File: config.mk
export PLATFORM = sky130hd
export DESIGN_NAME = gpcfg_top
export DESIGN_NICKNAME = d
export VERILOG_FILES = /design/src/gpcfg_thr.v /design/src/gpcfg_top.v
export VERILOG_INCLUDE_DIRS = /design/src
export SDC_FILE = /design/constraint.sdc
export NUM_CORES = 1
export LEC_CHECK = 0
export BUFFER_PORTS_ARGS = -buffer_cell sky130_fd_sc_hd__clkbuf_2
export CORE_MARGIN = 2
export CORE_UTILIZATION = 44
export CTS_BUF_LIST = sky130_fd_sc_hd__clkbuf_8
export DETAILED_ROUTE_END_ITERATION = 10
export GPL_TIMING_DRIVEN = 0
export PLACE_DENSITY = 0.73
export SLEW_MARGIN = 10
export SYNTH_ARGS = -nofsm -noshare
export SYNTH_HDL_FRONTEND = slang
export SYNTH_HIERARCHICAL = 1
export SYNTH_SLANG_ARGS = --single-unit
File: constraint.sdc
create_clock -name i_clock -period 3.65 [get_ports i_clock]
set_input_delay 0.1825 -clock i_clock [delete_from_list [all_inputs] [get_ports i_clock]]
set_output_delay 0.1825 -clock i_clock [all_outputs]
set_load 0.02 [all_outputs]
File: src/gpcfg_map.vh
// register offsets, field positions, reset values and counts of the output-pin and fifo config
`ifndef GPCFG_MAP_VH
`define GPCFG_MAP_VH

`define GPCFG_ADDR_W          6
`define GPCFG_OFS_PIN1        6'h01
`define GPCFG_OFS_PIN0        6'h02
`define GPCFG_OFS_FIFO        6'h03
`define GPCFG_OFS_TEST_B      6'h2c
`define GPCFG_OFS_TEST_A      6'h2d

`define GPCFG_RST_PIN1        8'h2e
`define GPCFG_RST_PIN0        8'h3f
`define GPCFG_RST_FIFO        8'h07
`define GPCFG_RST_TEST_A      8'h31
`define GPCFG_RST_TEST_B      8'h88

`define GPCFG_BIT_DRIVE       7
`define GPCFG_BIT_TEMP        7
`define GPCFG_BIT_INV         6
`define GPCFG_BIT_RETAIN      6
`define GPCFG_FSEL_HI         5
`define GPCFG_FSEL_LO         0
`define GPCFG_ATTN_HI         5
`define GPCFG_ATTN_LO         4
`define GPCFG_THR_HI          3
`define GPCFG_THR_LO          0

`define GPCFG_FSEL_HIZ        6'h2e
`define GPCFG_FSEL_CLKDIV     6'h3f
`define GPCFG_CLK_DIV         192
`define GPCFG_CLK_HALF        8'd95

`define GPCFG_WAKE0_TEST_A    8'h31
`define GPCFG_WAKE0_TEST_B    8'h88
`define GPCFG_WAKE1_TEST_A    8'h35
`define GPCFG_WAKE1_TEST_B    8'h81

`define GPCFG_FIFO_SPAN       8'd65
`define GPCFG_CNT_W           7

`endif

File: src/gpcfg_thr.v
// fifo fill threshold decode and compare, registered flags
`timescale 1ns/1ps
`default_nettype none
`include "gpcfg_map.vh"

module gpcfg_thr #(
    parameter CNT_W = `GPCFG_CNT_W
) (
    // clock and reset
    input  wire             i_clock,
    input  wire             i_arst_n,
    // setting and counts
    input  wire [3:0]       i_fill_threshold,
    input  wire [CNT_W-1:0] i_tx_count,
    input  wire [CNT_W-1:0] i_rx_count,
    // flags
    output reg              o_tx_reached,
    output reg              o_rx_reached
);
    wire [7:0] rx_thr;
    wire [7:0] tx_thr;
    wire [7:0] tx_cnt8;
    wire [7:0] rx_cnt8;

    // rx grows by four per step, tx mirrors it from the top of the fifo
    assign rx_thr  = {2'b00, i_fill_threshold, 2'b00} + 8'h04;
    assign tx_thr  = `GPCFG_FIFO_SPAN - rx_thr;
    assign tx_cnt8 = {{(8-CNT_W){1'b0}}, i_tx_count};
    assign rx_cnt8 = {{(8-CNT_W){1'b0}}, i_rx_count};

    always @(posedge i_clock or negedge i_arst_n) begin
        if (!i_arst_n) begin
            o_tx_reached <= 1'b0;
            o_rx_reached <= 1'b0;
        end else begin
            o_tx_reached <= (tx_cnt8 >= tx_thr);
            o_rx_reached <= (rx_cnt8 >= rx_thr);
        end
    end
endmodule
`default_nettype wire

File: src/gpcfg_top.v
// output-pin and fifo threshold configuration registers with pin muxing and wake test load
// How it works
// - bit 7 of the pin-1 register picks high or low drive for all output pins together.
// - bit 6 of each pin register inverts that pin's selected signal, reset clear.
// - pin 1 function select resets to 0x2e, which leaves the pin undriven.
// - pin 0 function select resets to 0x3f, which drives the crystal clock divided by 192.
// - on wake from sleep the internal test settings load 0x31/0x88 or 0x35/0x81 by bit 6.
// - those loaded test values stay internal and reads of the test registers give reset values.
// - a fifo threshold flag is up when the byte count is at or above the threshold.
// - one four-bit field, reset 0111, sets both thresholds, 0 giving 61/4 and 1 giving 57/8.
`timescale 1ns/1ps
`default_nettype none
`include "gpcfg_map.vh"

module gpcfg_top #(
    parameter CNT_W     = `GPCFG_CNT_W,
    parameter CLK_DIV   = `GPCFG_CLK_DIV
) (
    // clock and reset
    input  wire              i_clock,
    input  wire              i_arst_n,
    // register port from the serial front end
    input  wire [5:0]        i_reg_addr,
    input  wire              i_reg_wr,
    input  wire [7:0]        i_reg_wdata,
    input  wire              i_reg_rd,
    output reg  [7:0]        o_reg_rdata,
    // candidate pin signals, same clock, one per function code
    input  wire [63:0]       i_func_sources,
    // output pins
    output reg               o_pin1_level,
    output reg               o_pin1_oe,
    output reg               o_pin0_level,
    output reg               o_pin0_oe,
    output wire              o_output_drive_strength,
    // analog and test controls
    output wire              o_temp_sensor_en,
    output wire [1:0]        o_rx_attenuation,
    input  wire              i_wake_pulse,
    output reg  [7:0]        o_test_setting_a,
    output reg  [7:0]        o_test_setting_b,
    // fifo fill
    input  wire [CNT_W-1:0]  i_tx_count,
    input  wire [CNT_W-1:0]  i_rx_count,
    output wire              o_tx_thr_reached,
    output wire              o_rx_thr_reached
);
    // last count of each half period, one less than CLK_DIV/2 system cycles, cut to the counter width on purpose
    localparam integer HALF_I = CLK_DIV / 2 - 1;
    localparam [7:0]   HALF   = HALF_I[7:0];

    reg  [7:0] pin1_cfg_r;
    reg  [7:0] pin0_cfg_r;
    reg  [7:0] fifo_cfg_r;
    reg  [7:0] div_cnt_r;
    reg        crystal_clock_div_r;
    reg  [7:0] rdata_nxt;

    wire [5:0] pin1_function_select = pin1_cfg_r[`GPCFG_FSEL_HI:`GPCFG_FSEL_LO];
    wire [5:0] pin0_function_select = pin0_cfg_r[`GPCFG_FSEL_HI:`GPCFG_FSEL_LO];
    wire       pin1_invert          = pin1_cfg_r[`GPCFG_BIT_INV];
    wire       pin0_invert          = pin0_cfg_r[`GPCFG_BIT_INV];
    wire       wake_test_retention  = fifo_cfg_r[`GPCFG_BIT_RETAIN];
    wire [3:0] fill_threshold       = fifo_cfg_r[`GPCFG_THR_HI:`GPCFG_THR_LO];

    // code 0x3f is served here, the rest come from the source vector
    function pick;
        input [5:0]  sel;
        input [63:0] src;
        input        divclk;
        begin
            if (sel == `GPCFG_FSEL_CLKDIV)
                pick = divclk;
            else
                pick = src[sel];
        end
    endfunction

    localparam [1:0] SEL_NONE = 2'd0;
    localparam [1:0] SEL_PIN1 = 2'd1;
    localparam [1:0] SEL_PIN0 = 2'd2;
    localparam [1:0] SEL_FIFO = 2'd3;

    // shared by write and read paths so both always agree on the map
    function [1:0] reg_sel;
        input [5:0] addr;
        begin
            case (addr)
                `GPCFG_OFS_PIN1: reg_sel = SEL_PIN1;
                `GPCFG_OFS_PIN0: reg_sel = SEL_PIN0;
                `GPCFG_OFS_FIFO: reg_sel = SEL_FIFO;
                default:         reg_sel = SEL_NONE;
            endcase
        end
    endfunction

    // register writes; reserved bit 7 of the fifo register is stored as written
    always @(posedge i_clock or negedge i_arst_n) begin
        if (!i_arst_n) begin
            pin1_cfg_r <= `GPCFG_RST_PIN1;
            pin0_cfg_r <= `GPCFG_RST_PIN0;
            fifo_cfg_r <= `GPCFG_RST_FIFO;
        end else if (i_reg_wr) begin
            case (reg_sel(i_reg_addr))
                SEL_PIN1: pin1_cfg_r <= i_reg_wdata;
                SEL_PIN0: pin0_cfg_r <= i_reg_wdata;
                SEL_FIFO: fifo_cfg_r <= i_reg_wdata;
                default: ;
            endcase
        end
    end

    // test registers read back reset values whatever was loaded on wake
    always @* begin
        rdata_nxt = 8'h00;
        case (reg_sel(i_reg_addr))
            SEL_PIN1: rdata_nxt = pin1_cfg_r;
            SEL_PIN0: rdata_nxt = pin0_cfg_r;
            SEL_FIFO: rdata_nxt = fifo_cfg_r;
            default: begin
                // not stored, so a read can never show what wake loaded
                if (i_reg_addr == `GPCFG_OFS_TEST_A)
                    rdata_nxt = `GPCFG_RST_TEST_A;
                else if (i_reg_addr == `GPCFG_OFS_TEST_B)
                    rdata_nxt = `GPCFG_RST_TEST_B;
                else
                    rdata_nxt = 8'h00;
            end
        endcase
    end

    always @(posedge i_clock or negedge i_arst_n) begin
        if (!i_arst_n)
            o_reg_rdata <= 8'h00;
        else if (i_reg_rd)
            o_reg_rdata <= rdata_nxt;
    end

    // internal test settings loaded at wake
    always @(posedge i_clock or negedge i_arst_n) begin
        if (!i_arst_n) begin
            o_test_setting_a <= `GPCFG_RST_TEST_A;
            o_test_setting_b <= `GPCFG_RST_TEST_B;
        end else if (i_wake_pulse) begin
            if (wake_test_retention) begin
                o_test_setting_a <= `GPCFG_WAKE1_TEST_A;
                o_test_setting_b <= `GPCFG_WAKE1_TEST_B;
            end else begin
                o_test_setting_a <= `GPCFG_WAKE0_TEST_A;
                o_test_setting_b <= `GPCFG_WAKE0_TEST_B;
            end
        end
    end

    // divided crystal clock, half period of CLK_DIV/2 system cycles
    always @(posedge i_clock or negedge i_arst_n) begin
        if (!i_arst_n) begin
            div_cnt_r           <= 8'h00;
            crystal_clock_div_r <= 1'b0;
        end else if (div_cnt_r == HALF) begin
            div_cnt_r           <= 8'h00;
            crystal_clock_div_r <= ~crystal_clock_div_r;
        end else begin
            div_cnt_r <= div_cnt_r + 8'h01;
        end
    end

    // each pin gets the same select, invert and drive-enable logic, fed from its own register fields
    wire [11:0] pin_sel_bus;
    wire [1:0]  pin_inv_bus;
    wire [1:0]  pin_level_nxt;
    wire [1:0]  pin_oe_nxt;

    assign pin_sel_bus = {pin1_function_select, pin0_function_select};
    assign pin_inv_bus = {pin1_invert, pin0_invert};

    genvar gi;
    generate
        for (gi = 0; gi < 2; gi = gi + 1) begin : g_pin
            wire [5:0] sel_w;
            assign sel_w             = pin_sel_bus[gi*6 +: 6];
            assign pin_level_nxt[gi] = pick(sel_w, i_func_sources, crystal_clock_div_r)
                                       ^ pin_inv_bus[gi];
            assign pin_oe_nxt[gi]    = (sel_w != `GPCFG_FSEL_HIZ);
        end
    endgenerate

    // pins registered so the divided clock stays glitch free when the select changes
    always @(posedge i_clock or negedge i_arst_n) begin
        if (!i_arst_n) begin
            o_pin1_level <= 1'b0;
            o_pin1_oe    <= 1'b0;
            o_pin0_level <= 1'b0;
            o_pin0_oe    <= 1'b0;
        end else begin
            o_pin1_level <= pin_level_nxt[1];
            o_pin0_level <= pin_level_nxt[0];
            o_pin1_oe    <= pin_oe_nxt[1];
            o_pin0_oe    <= pin_oe_nxt[0];
        end
    end

    assign o_output_drive_strength = pin1_cfg_r[`GPCFG_BIT_DRIVE];
    // sensor bit alone; keeping the other bits zero is up to the host
    assign o_temp_sensor_en        = pin0_cfg_r[`GPCFG_BIT_TEMP];
    assign o_rx_attenuation        = fifo_cfg_r[`GPCFG_ATTN_HI:`GPCFG_ATTN_LO];

    gpcfg_thr #(
        .CNT_W            (CNT_W)
    ) u_thr (
        .i_clock          (i_clock),
        .i_arst_n         (i_arst_n),
        .i_fill_threshold (fill_threshold),
        .i_tx_count       (i_tx_count),
        .i_rx_count       (i_rx_count),
        .o_tx_reached     (o_tx_thr_reached),
        .o_rx_reached     (o_rx_thr_reached)
    );
endmodule
`default_nettype wire

# --- Yosys cells after proc, flatten, opt, wreduce, memory -nomap -nowiden ---
# Index checks and enable logic that the tools add are counted.
op_classes:
  n_mux: 14
  add_sub_neg: 3
  n_bitwise: 3
  order_cmp: 4
  eq_ne: 16
  n_reduce_logical: 3
op_table:
  columns: ["operator", "count"]
  rows:
  - ["6-bit equality test (second input constant)", 4]
  - ["8-bit two-way mux", 3]
  - ["8-bit case mux with 3 select lines", 1]
  - ["7-bit by 8-bit greater-or-equal comparator with 1-bit output", 2]
  - ["6-bit by 7-bit less-than comparator with 1-bit output (second input constant)", 2]
  - ["1-bit binary-select mux with 6-bit select", 2]
  - ["6-bit by 2-bit equality test with 1-bit output (second input constant)", 2]
  - ["6-bit inequality test (second input constant)", 2]
  - ["8-bit by 1-bit adder with 8-bit output (second input constant)", 1]
  - ["2-bit equality test (second input constant)", 4]
  - ["8-bit by 7-bit equality test with 1-bit output (second input constant)", 1]
  - ["7-bit by 8-bit subtractor with 8-bit output (first input constant)", 1]
  - ["6-bit by 3-bit adder with 7-bit output (second input constant)", 1]
  - ["6-bit by 1-bit equality test with 1-bit output (second input constant)", 1]
  - ["2-bit case mux with 3 select lines", 1]
  - ["2-bit AND reduction", 3]
  - ["2-bit by 1-bit equality test with 1-bit output (second input constant)", 2]
  - ["1-bit two-way mux", 4]
  - ["4-bit two-way mux", 1]
  - ["3-bit two-way mux", 1]
  - ["2-bit two-way mux", 1]
  - ["1-bit XOR", 2]
  - ["1-bit NOT", 1]
word_totals:
  regBits: 63
  in_bits: 97
  wordCells: 57

# --- Depth between registers and ports, before layout ---
# Gate-level depths: netlist of the first run.
logic_depth:
  ltp_word: 5
  depth_mapped: 9
  ltp_nobuf: 8

# --- Hierarchy ---
# The synthesis of the first run kept the hierarchy.
by_module_without_submodules:
  columns: ["mod", "area_per_inst_um2", "instances", "seq_area_each_um2", "cells_each"]
  rows:
  - ["gpcfg_top", 3319.4, 1, 1193.6, 300]
  - ["gpcfg_thr", 361.6, 1, 50.0, 41]

# --- Least setup slack after synthesis of the first run ---
# Ideal clock, no wire load.
synth_path:
  path_kind: "reg-to-reg"
  startpoint: "register pin0_cfg_r[0]"
  endpoint: "register o_pin0_level"
  required_time_ps: 3570
  synth_period_minus_slack_ps: 2229
  path_slack_ps: 1421
  arrival_ps: 2149
  stages_incl_launch_ff: 8
  cell_sequence: "dfstp_2 > buf_2 > buf_2 > mux4_2 > mux2i_1 > o22ai_1 > a311oi_1 > xnor2_1"
synth_via:
  elab_chain_len: 4
  word_cells_on_any_way: 5
  cone_classes: "eq/ne (1); mux (3); bitwise (1)"
synth_rtl:
  columns: ["item", "line", "source"]
  rows:
  - ["start, declared", "gpcfg_top.v:53", "reg [7:0] pin0_cfg_r;"]
  - ["start signal, assigned", "gpcfg_top.v:101", "pin0_cfg_r <= `GPCFG_RST_PIN0;"]
  - ["start signal, assigned", "gpcfg_top.v:106", "SEL_PIN0: pin0_cfg_r <= i_reg_wdata;"]
  - ["1-bit binary-select mux with 6-bit select", "gpcfg_top.v:75", "pick = src[sel];"]
  - ["1-bit two-way mux (not written as such)", "gpcfg_top.v:75", null]
  - ["1-bit two-way mux *", "gpcfg_top.v:72", "if (sel == `GPCFG_FSEL_CLKDIV)"]
  - ["1-bit XOR *", "gpcfg_top.v:183", "^ pin_inv_bus[gi];"]
  - ["via pin_level_nxt[0]", "gpcfg_top.v:171", "wire [1:0] pin_level_nxt;"]
  - ["end signal, assigned", "gpcfg_top.v:197", "o_pin0_level <= pin_level_nxt[0];"]
  - ["end, declared", "gpcfg_top.v:33", "output reg o_pin0_level,"]
# The timed path passes the listed nets; every way through them passes the cells marked *. The select of a mux whose other input is x is not followed.
# A chain may end at the register's enable or synchronous reset.

# --- Worst setup path in the final report of the first run ---
# Ends and elaborated chain as after synthesis.

==> impl_results.md, run 1 <==
- Status: complete, no violations
- Final hold viol count: 0
- Slew Limit Fails: 0
- Critical-path top delay cell: mux4_2
- Post-synth EDFFs: 0
- Crit path max-delay family: multiplexers
- Max Clock Skew: 10.6 ps
- CP bufs+invs: 2
- HPWL after DPL: 7.78 mm
- CTS Buffer Depth: 2
- TritonRoute pass-1 iters: 5
- Ys async rst share: 100%
- WP data required: 3870 ps
- Number of synthesis warnings: 6
- Pre-CTS setup slack: 1060 ps
- Synth Instances: 341
- # IOs: 131
- Vias: 3250
- DRC: 0
- CP dominant cell by count: buf_2
- RSZ-0062 raised after global routing: false
- CP Cell Sequence: buf_2 -> buf_2 -> mux4_2 -> mux2i_1 -> o22ai_1 -> a311oi_1 -> xnor2_1
- Core Box Area: 8180 um^2
- FF+latch count, synth: 49
- Cell Pwr Density: 373 nW/um^2
- Maximum vdd drop: 0.271 mV
- Die area: 9110 um^2
- WS Path Type: reg -> reg
- F_max: 383 MHz
- Most frequent cells in the layout: clkbuf_2, dfrtp_1, mux2_2
- Overall die height: 95.5 um
- Fin crit share: 71.6%
- Fin Hold WS: 59.7 ps
- Antenna diode count: 0
- Worst Hold Class: in -> async
- Post-CTS Setup Bufs: 0
- Initial antenna violation count: 0
- Worst-Margin Slew: 1060 ps
- Root buffer cell: clkbuf_8
- Fillcell total: 763
- TritonCTS Buffers: 5
- Global-route wire length before repair: 15.4 mm
- Routability congestion estimate: 0.913
- NumNets Final: 583
- Row cnt: 33
- Pin count of the biggest net entering global routing: 50
- Layout cells sized above 1: 43.6%
- Maxcap violations: 0
- Avg Cell Area, Syn: 10.8 um^2
- Drt total wl: 9.98 mm
- Clock sink count: 49
- Commonest non-fill, non-tap cell in the layout: clkbuf_2
- Area grow syn2layout: 23.5%
- Starting Density: 45.0%
- Crit-path max cell delay: 540 ps
- CP Data Arrival Time: 2840 ps
- Cell Area, Synth: 3680 um^2
- CTS resizes: 0
- H-tree depth: 2
- Seq/Total Area, Yosys: 33.8%
- Ys flop type: dfrtp_1
- Die X: 95.5 um
- Clk_lat worst skew: 310 ps
- Leak pwr: 2.07 nW
- Routed Antenna Nets: 0
- Worst slew margin: 29.3%
- Post-DR wirelength/cell: 17.2 um
- Final setup viols: 0
- I/O Buffers: 115
- Pwr Total: 1.69 mW
- Post-Layout Cell Count: 580
- Post-synth cell types: 49
- Overall Global Routing Usage: 22.0%
- Startpoint Class: register
- CTS tree: built
- Setup TNS: 0 ps
- Routed vias/inst: 5.60
- DP Cell Count: 572
- CTS clk-pin slew, worst paths: 90 ps
- Overflow after GRT: 0
- Post-route setup slack: 1040 ps
- Number of DRC violations after detailed-routing iteration 0: 186
- Final min period: 2610 ps
- Vias in the first global route: 3133
- # hold bufs at CTS: 0
- Crit path max fanout: 10
- Crit end category: register
[per-layer routing]
layer	global-route usage [%]	part of all wire, %
met3	4.03	6.8
met4	5.60	0.97
met2	36.3	49
met5	0	0
met1	29.9	43
[synth_stat cells, types with 2 or more instances]
| master | number | area, um^2 |
|---|---|---|
| conb_1 | 2 | 7.51 |
| a21oi_1 | 14 | 70.1 |
| nor4bb_1 | 3 | 30.0 |
| a41oi_1 | 2 | 17.5 |
| nand3b_1 | 2 | 15.0 |
| o21ai_0 | 11 | 55.1 |
| nor2b_1 | 9 | 56.3 |
| and3_1 | 3 | 18.8 |
| dfstp_2 | 14 | 368 |
| clkbuf_1 | 14 | 52.6 |
| buf_4 | 16 | 120 |
| a31oi_1 | 3 | 18.8 |
| inv_1 | 10 | 37.5 |
| xor2_1 | 5 | 43.8 |
| ha_1 | 12 | 150 |
| mux4_1 | 3 | 78.8 |
| a22oi_1 | 8 | 60.1 |
| nand3_1 | 23 | 115 |
| xnor2_1 | 6 | 52.6 |
| nor2_1 | 16 | 60.1 |
| nand4_1 | 6 | 37.5 |
| nand2_1 | 11 | 41.3 |
| buf_2 | 5 | 25.0 |
| o2bb2ai_1 | 3 | 26.3 |
| a311oi_1 | 5 | 43.8 |
| mux2_2 | 32 | 360 |
| mux4_2 | 16 | 360 |
| o211ai_1 | 2 | 15.0 |
| dfrtp_1 | 35 | 876 |
| mux2i_1 | 31 | 310 |
[sequential cells by signal, indices dropped and copies added (netlist names), 2 cells and up]
| name | flops |
|---|---|
| div_cnt_r | 8 |
| fifo_cfg_r | 8 |
| o_reg_rdata | 8 |
| o_test_setting_b | 2 |
| pin0_cfg_r | 8 |
| pin1_cfg_r | 8 |
[path summary, 6_finish.rpt]
check / start / end / slack (ps) / cells after the start
max: pin0_cfg_r[0]$_DFFE_PN1P_ / o_pin0_level$_DFF_PN0_ / 1040 / 7
min: i_arst_n / crystal_clock_div_r$_DFFE_PN0N_ / 60 / 1
max reg2reg: pin0_cfg_r[0]$_DFFE_PN1P_ / o_pin0_level$_DFF_PN0_ / 1040 / 7
min reg2reg: o_test_setting_b[3]$_DFFE_PN1P_ / o_test_setting_b[3]$_DFFE_PN1P_ / 490 / 2
max in group asynchronous: i_arst_n / o_reg_rdata[5]$_DFFE_PN0P_ / 2930 / 1
min in group i_clock: i_wake_pulse / o_test_setting_b[3]$_DFFE_PN1P_ / 60 / 2
[where the power goes]
group / internal [mW] / leakage, nW / total (mW) / switching (mW)
Clock: 0.221 / 0.0626 / 0.399 / 0.178
Sequential: 0.612 / 0.591 / 0.662 / 0.0500
Combinational: 0.300 / 1.42 / 0.633 / 0.334
[cell type report]
cell class | count | area, um^2 | area share [%]
Buffer | 37 | 213 | 4.68
Clock buffer | 6 | 82.6 | 1.82
Clock inverter | 2 | 33.8 | 0.743
Inverter | 10 | 37.5 | 0.826
Multi-Input combinational cell | 256 | 2230 | 49.0
Sequential cell | 49 | 1240 | 27.4
Tap cell | 105 | 131 | 2.89
Timing Repair Buffer | 115 | 576 | 12.7
[metrics by stage]
stage / area [um^2] / util (%)
global placement: 4430 / 54.2
detailed placement: 4430 / 54.2
finish: 4550 / 55.6
floorplan: 3720 / -
global route: 4550 / 55.6
CTS: 4550 / 55.6
[cell families (layout without fill, tap and decap cells)]
logic type                 Yosys count  in the layout  synth area share (%)
AOI/OAI and AO/OA                   55             55                  9.99
other                                2             13                 0.204
muxes                               82             82                  30.1
and+or+nand+nor                     82             82                  11.9
adders and majority gates           12             12                  4.08
DFF                                 49             49                  33.8
xor gates and xnor gates            12             12                  3.06
buffers and inverters               47            170                  6.80
Power figures use the tool's default switching activity.
==> run 2, diff against run 1 <==
- PLACE_DENSITY: 0.73 -> 0.76
- clock period: 3.65 -> 2.4 ns (I/O delays scaled with it)
==> run 2 against run 1 <==
  * Combinational power is 49% higher
  * Critical path depth decreased by 1
  * Final cell count up 0.17%
  * Core utilization rose by 0.38 points
  * Sequential share of layout area fell by 0.10 points
  * Highest routed layer unchanged
  * Routed wire length decreased by 3.2%
  * Critical endpoint unchanged
==> impl_results.md, run 2 (synthesis results as in run 1) <==
- Starting Density: 45.0% (unchanged)
- Core Box Area: 8180 um^2 (unchanged)
- Fin crit share: 96.0% (was 71.6%)
- CP Cell Sequence: mux4_2 -> nor2_1 -> a21oi_1 -> a32o_1 -> a311oi_1 -> xnor2_1 (was buf_2 -> buf_2 -> mux4_2 -> mux2i_1 -> o22ai_1 -> a311oi_1 -> xnor2_1)
- Slew Limit Fails: 0 (unchanged)
- F_max: 434 MHz (was 383 MHz)
- Routed Antenna Nets: 0 (unchanged)
- # IOs: 131 (unchanged)
- CTS clk-pin slew, worst paths: 90 ps (about the same)
- Placed cell area: 4430 um^2 (unchanged)
- Maxcap violations: 0 (unchanged)
- Overall die height: 95.5 um (unchanged)
- Drt total wl: 9.66 mm (was 9.98 mm)
- Leak pwr: 2.09 nW (was 2.07 nW)
- Commonest non-fill, non-tap cell in the layout: clkbuf_2 (unchanged)
- Post-route design area: 4580 um^2 (was 4550 um^2)
- Most frequent cells in the layout: clkbuf_2, dfrtp_1, mux2_2 (unchanged)
- Clk_lat worst skew: 300 ps (was 310 ps)
- Crit path max fanout: 10 (unchanged)
- TritonRoute pass-1 iters: 5 (unchanged)
- Antenna diode count: 0 (unchanged)
- Overall Global Routing Usage: 21.2% (was 22.0%)
- Pin count of the biggest net entering global routing: 50 (unchanged)
- Startpoint Class: register (unchanged)
- H-tree depth: 2 (unchanged)
- DRC: 0 (unchanged)
- TritonCTS Buffers: 5 (unchanged)
- WP data required: 2610 ps (was 3870 ps)
- Worst Hold Class: in -> reg (was in -> async)
- Die X: 95.5 um (unchanged)
- Worst-Margin Slew: 878 ps (was 1060 ps)
- NumNets Final: 584 (was 583)
- Register-to-Register Path Depth: 6 (was 7)
- Crit-path max cell delay: 730 ps (was 540 ps)
- Post-layout util: 56.0% (was 55.6%)
- CTS Buffer Depth: 2 (unchanged)
- Post-DR wirelength/cell: 16.6 um (was 17.2 um)
- Die area: 9110 um^2 (unchanged)
- Cell Pwr Density: 540 nW/um^2 (was 373 nW/um^2)
- I/O Buffers: 115 (unchanged)
- WS Path Type: reg -> reg (unchanged)
- Clock sink count: 49 (unchanged)
- Area grow syn2layout: 24.3% (was 23.5%)
- Routed vias/inst: 5.72 (was 5.60)
- Initial antenna violation count: 0 (unchanged)
- Number of DRC violations after detailed-routing iteration 0: 246 (was 186)
- Root buffer cell: clkbuf_8 (unchanged)
- Worst slew margin: 40.6% (was 29.3%)
- Critical-path top delay cell: dfstp_4 (was mux4_2)
- Row cnt: 33 (unchanged)
- Worst Hold Depth: 2
- Final hold viol count: 0 (unchanged)
- Overflow after GRT: 0 (unchanged)
- Vias in the first global route: 3225 (was 3133)
- CP Data Arrival Time: 2520 ps (was 2840 ps)
- Register area: 1250 um^2 (was 1240 um^2)
- Status: complete, no violations (unchanged)
- Layout cells sized above 1: 44.7% (was 43.6%)
- Global-route wire length before repair: 15.0 mm (was 15.4 mm)
- Vias: 3323 (was 3250)
- Max Clock Skew: 13.1 ps (was 10.6 ps)
- CTS tree: built (unchanged)
- Maximum vdd drop: 0.235 mV (was 0.271 mV)
- Routability congestion estimate: 0.871 (was 0.913)
- HPWL after DPL: 7.67 mm (was 7.78 mm)
- Crit end category: register (unchanged)
- Fillcell total: 735 (was 763)
- Post-Layout Cell Count: 581 (was 580)
- Footprint of the multi-input gates: 2230 um^2 (unchanged)
- Final min period: 2300 ps (was 2610 ps)
- DP Cell Count: 572 (unchanged)
- Final setup viols: 0 (unchanged)
run 2: cell count changes in the layout (fill, tap and decap cells not counted), moves of 2 or more:
cell,before,now
buf_2,6,3
clkbuf_2,114,119
dlygate4sd3_1,0,2
clkbuf_1,14,7
run 2: final cells by class:
type / count / share of cell area (%)
clock buffers: 6 / 1.80
well taps: 105 / 2.87
inverters: 10 / 0.820
multi-input cells: 256 / 48.7
clock inverters: 2 / 0.246
flip-flops and latches: 49 / 27.3
plain buffers: 34 / 4.70
repair buffers: 119 / 13.6
run 2: through the flow:
stage / setup WS (ps) / setup TNS [ps] / power, mW / hold slack (ps)
floorplan: 171 / 0 / 1.66 / -176
global placement: -175 / -175 / 1.94 / 305
detailed placement: -187 / -198 / 1.97 / 322
CTS: 15.3 / 0 / 2.47 / 75.8
global route: -10.7 / -10.7 / 2.61 / 84.4
finish: 95.2 / 0 / 2.47 / 78.0
run 2: power by group:
group	leakage, nW	internal (mW)	total [mW]	switching [mW]
Clock	0.0486	0.230	0.494	0.264
Sequential	0.592	0.934	1.03	0.0997
Combinational	1.45	0.466	0.943	0.477
run 2: what timing repair did:
action | CTS | global route
hold endpoints to repair | 1 | 15
resized for setup | 4 | 8
buffers inserted | 0 | 1
setup endpoints to repair | 2 | 2
hold buffers | 1 | 1
run 2: routing by layer:
layer	part of all wire (%)	global-route usage, %	wire, um
met1	40	27.9	3900
met2	50	36.0	4870
met3	7.7	4.11	742
met4	1.5	5.24	141
met5	0	0	0
run 2: path summary, 6_finish.rpt:
path                                            startpoint                               to  slack [ps]
setup reg to reg                 pin0_cfg_r[0]$_DFFE_PN1P_           o_pin0_level$_DFF_PN0_         100
setup / recovery                 pin0_cfg_r[0]$_DFFE_PN1P_           o_pin0_level$_DFF_PN0_         100
hold reg to reg            o_test_setting_b[3]$_DFFE_PN1P_  o_test_setting_b[3]$_DFFE_PN1P_         480
min in group asynchronous                         i_arst_n       o_reg_rdata[4]$_DFFE_PN0P_         300
hold / removal                              i_reg_wdata[5]        fifo_cfg_r[5]$_DFFE_PN0P_          80
max in group asynchronous                         i_arst_n        pin0_cfg_r[4]$_DFFE_PN1P_        1500
run 2: critical path, delay by kind of cell, from the launching register on:
kind / cells / cell delay [ps]
flops: 1 / 730
compound gates: 3 / 660
mux: 1 / 520
xor+xnor: 1 / 200
simple gates: 1 / 110
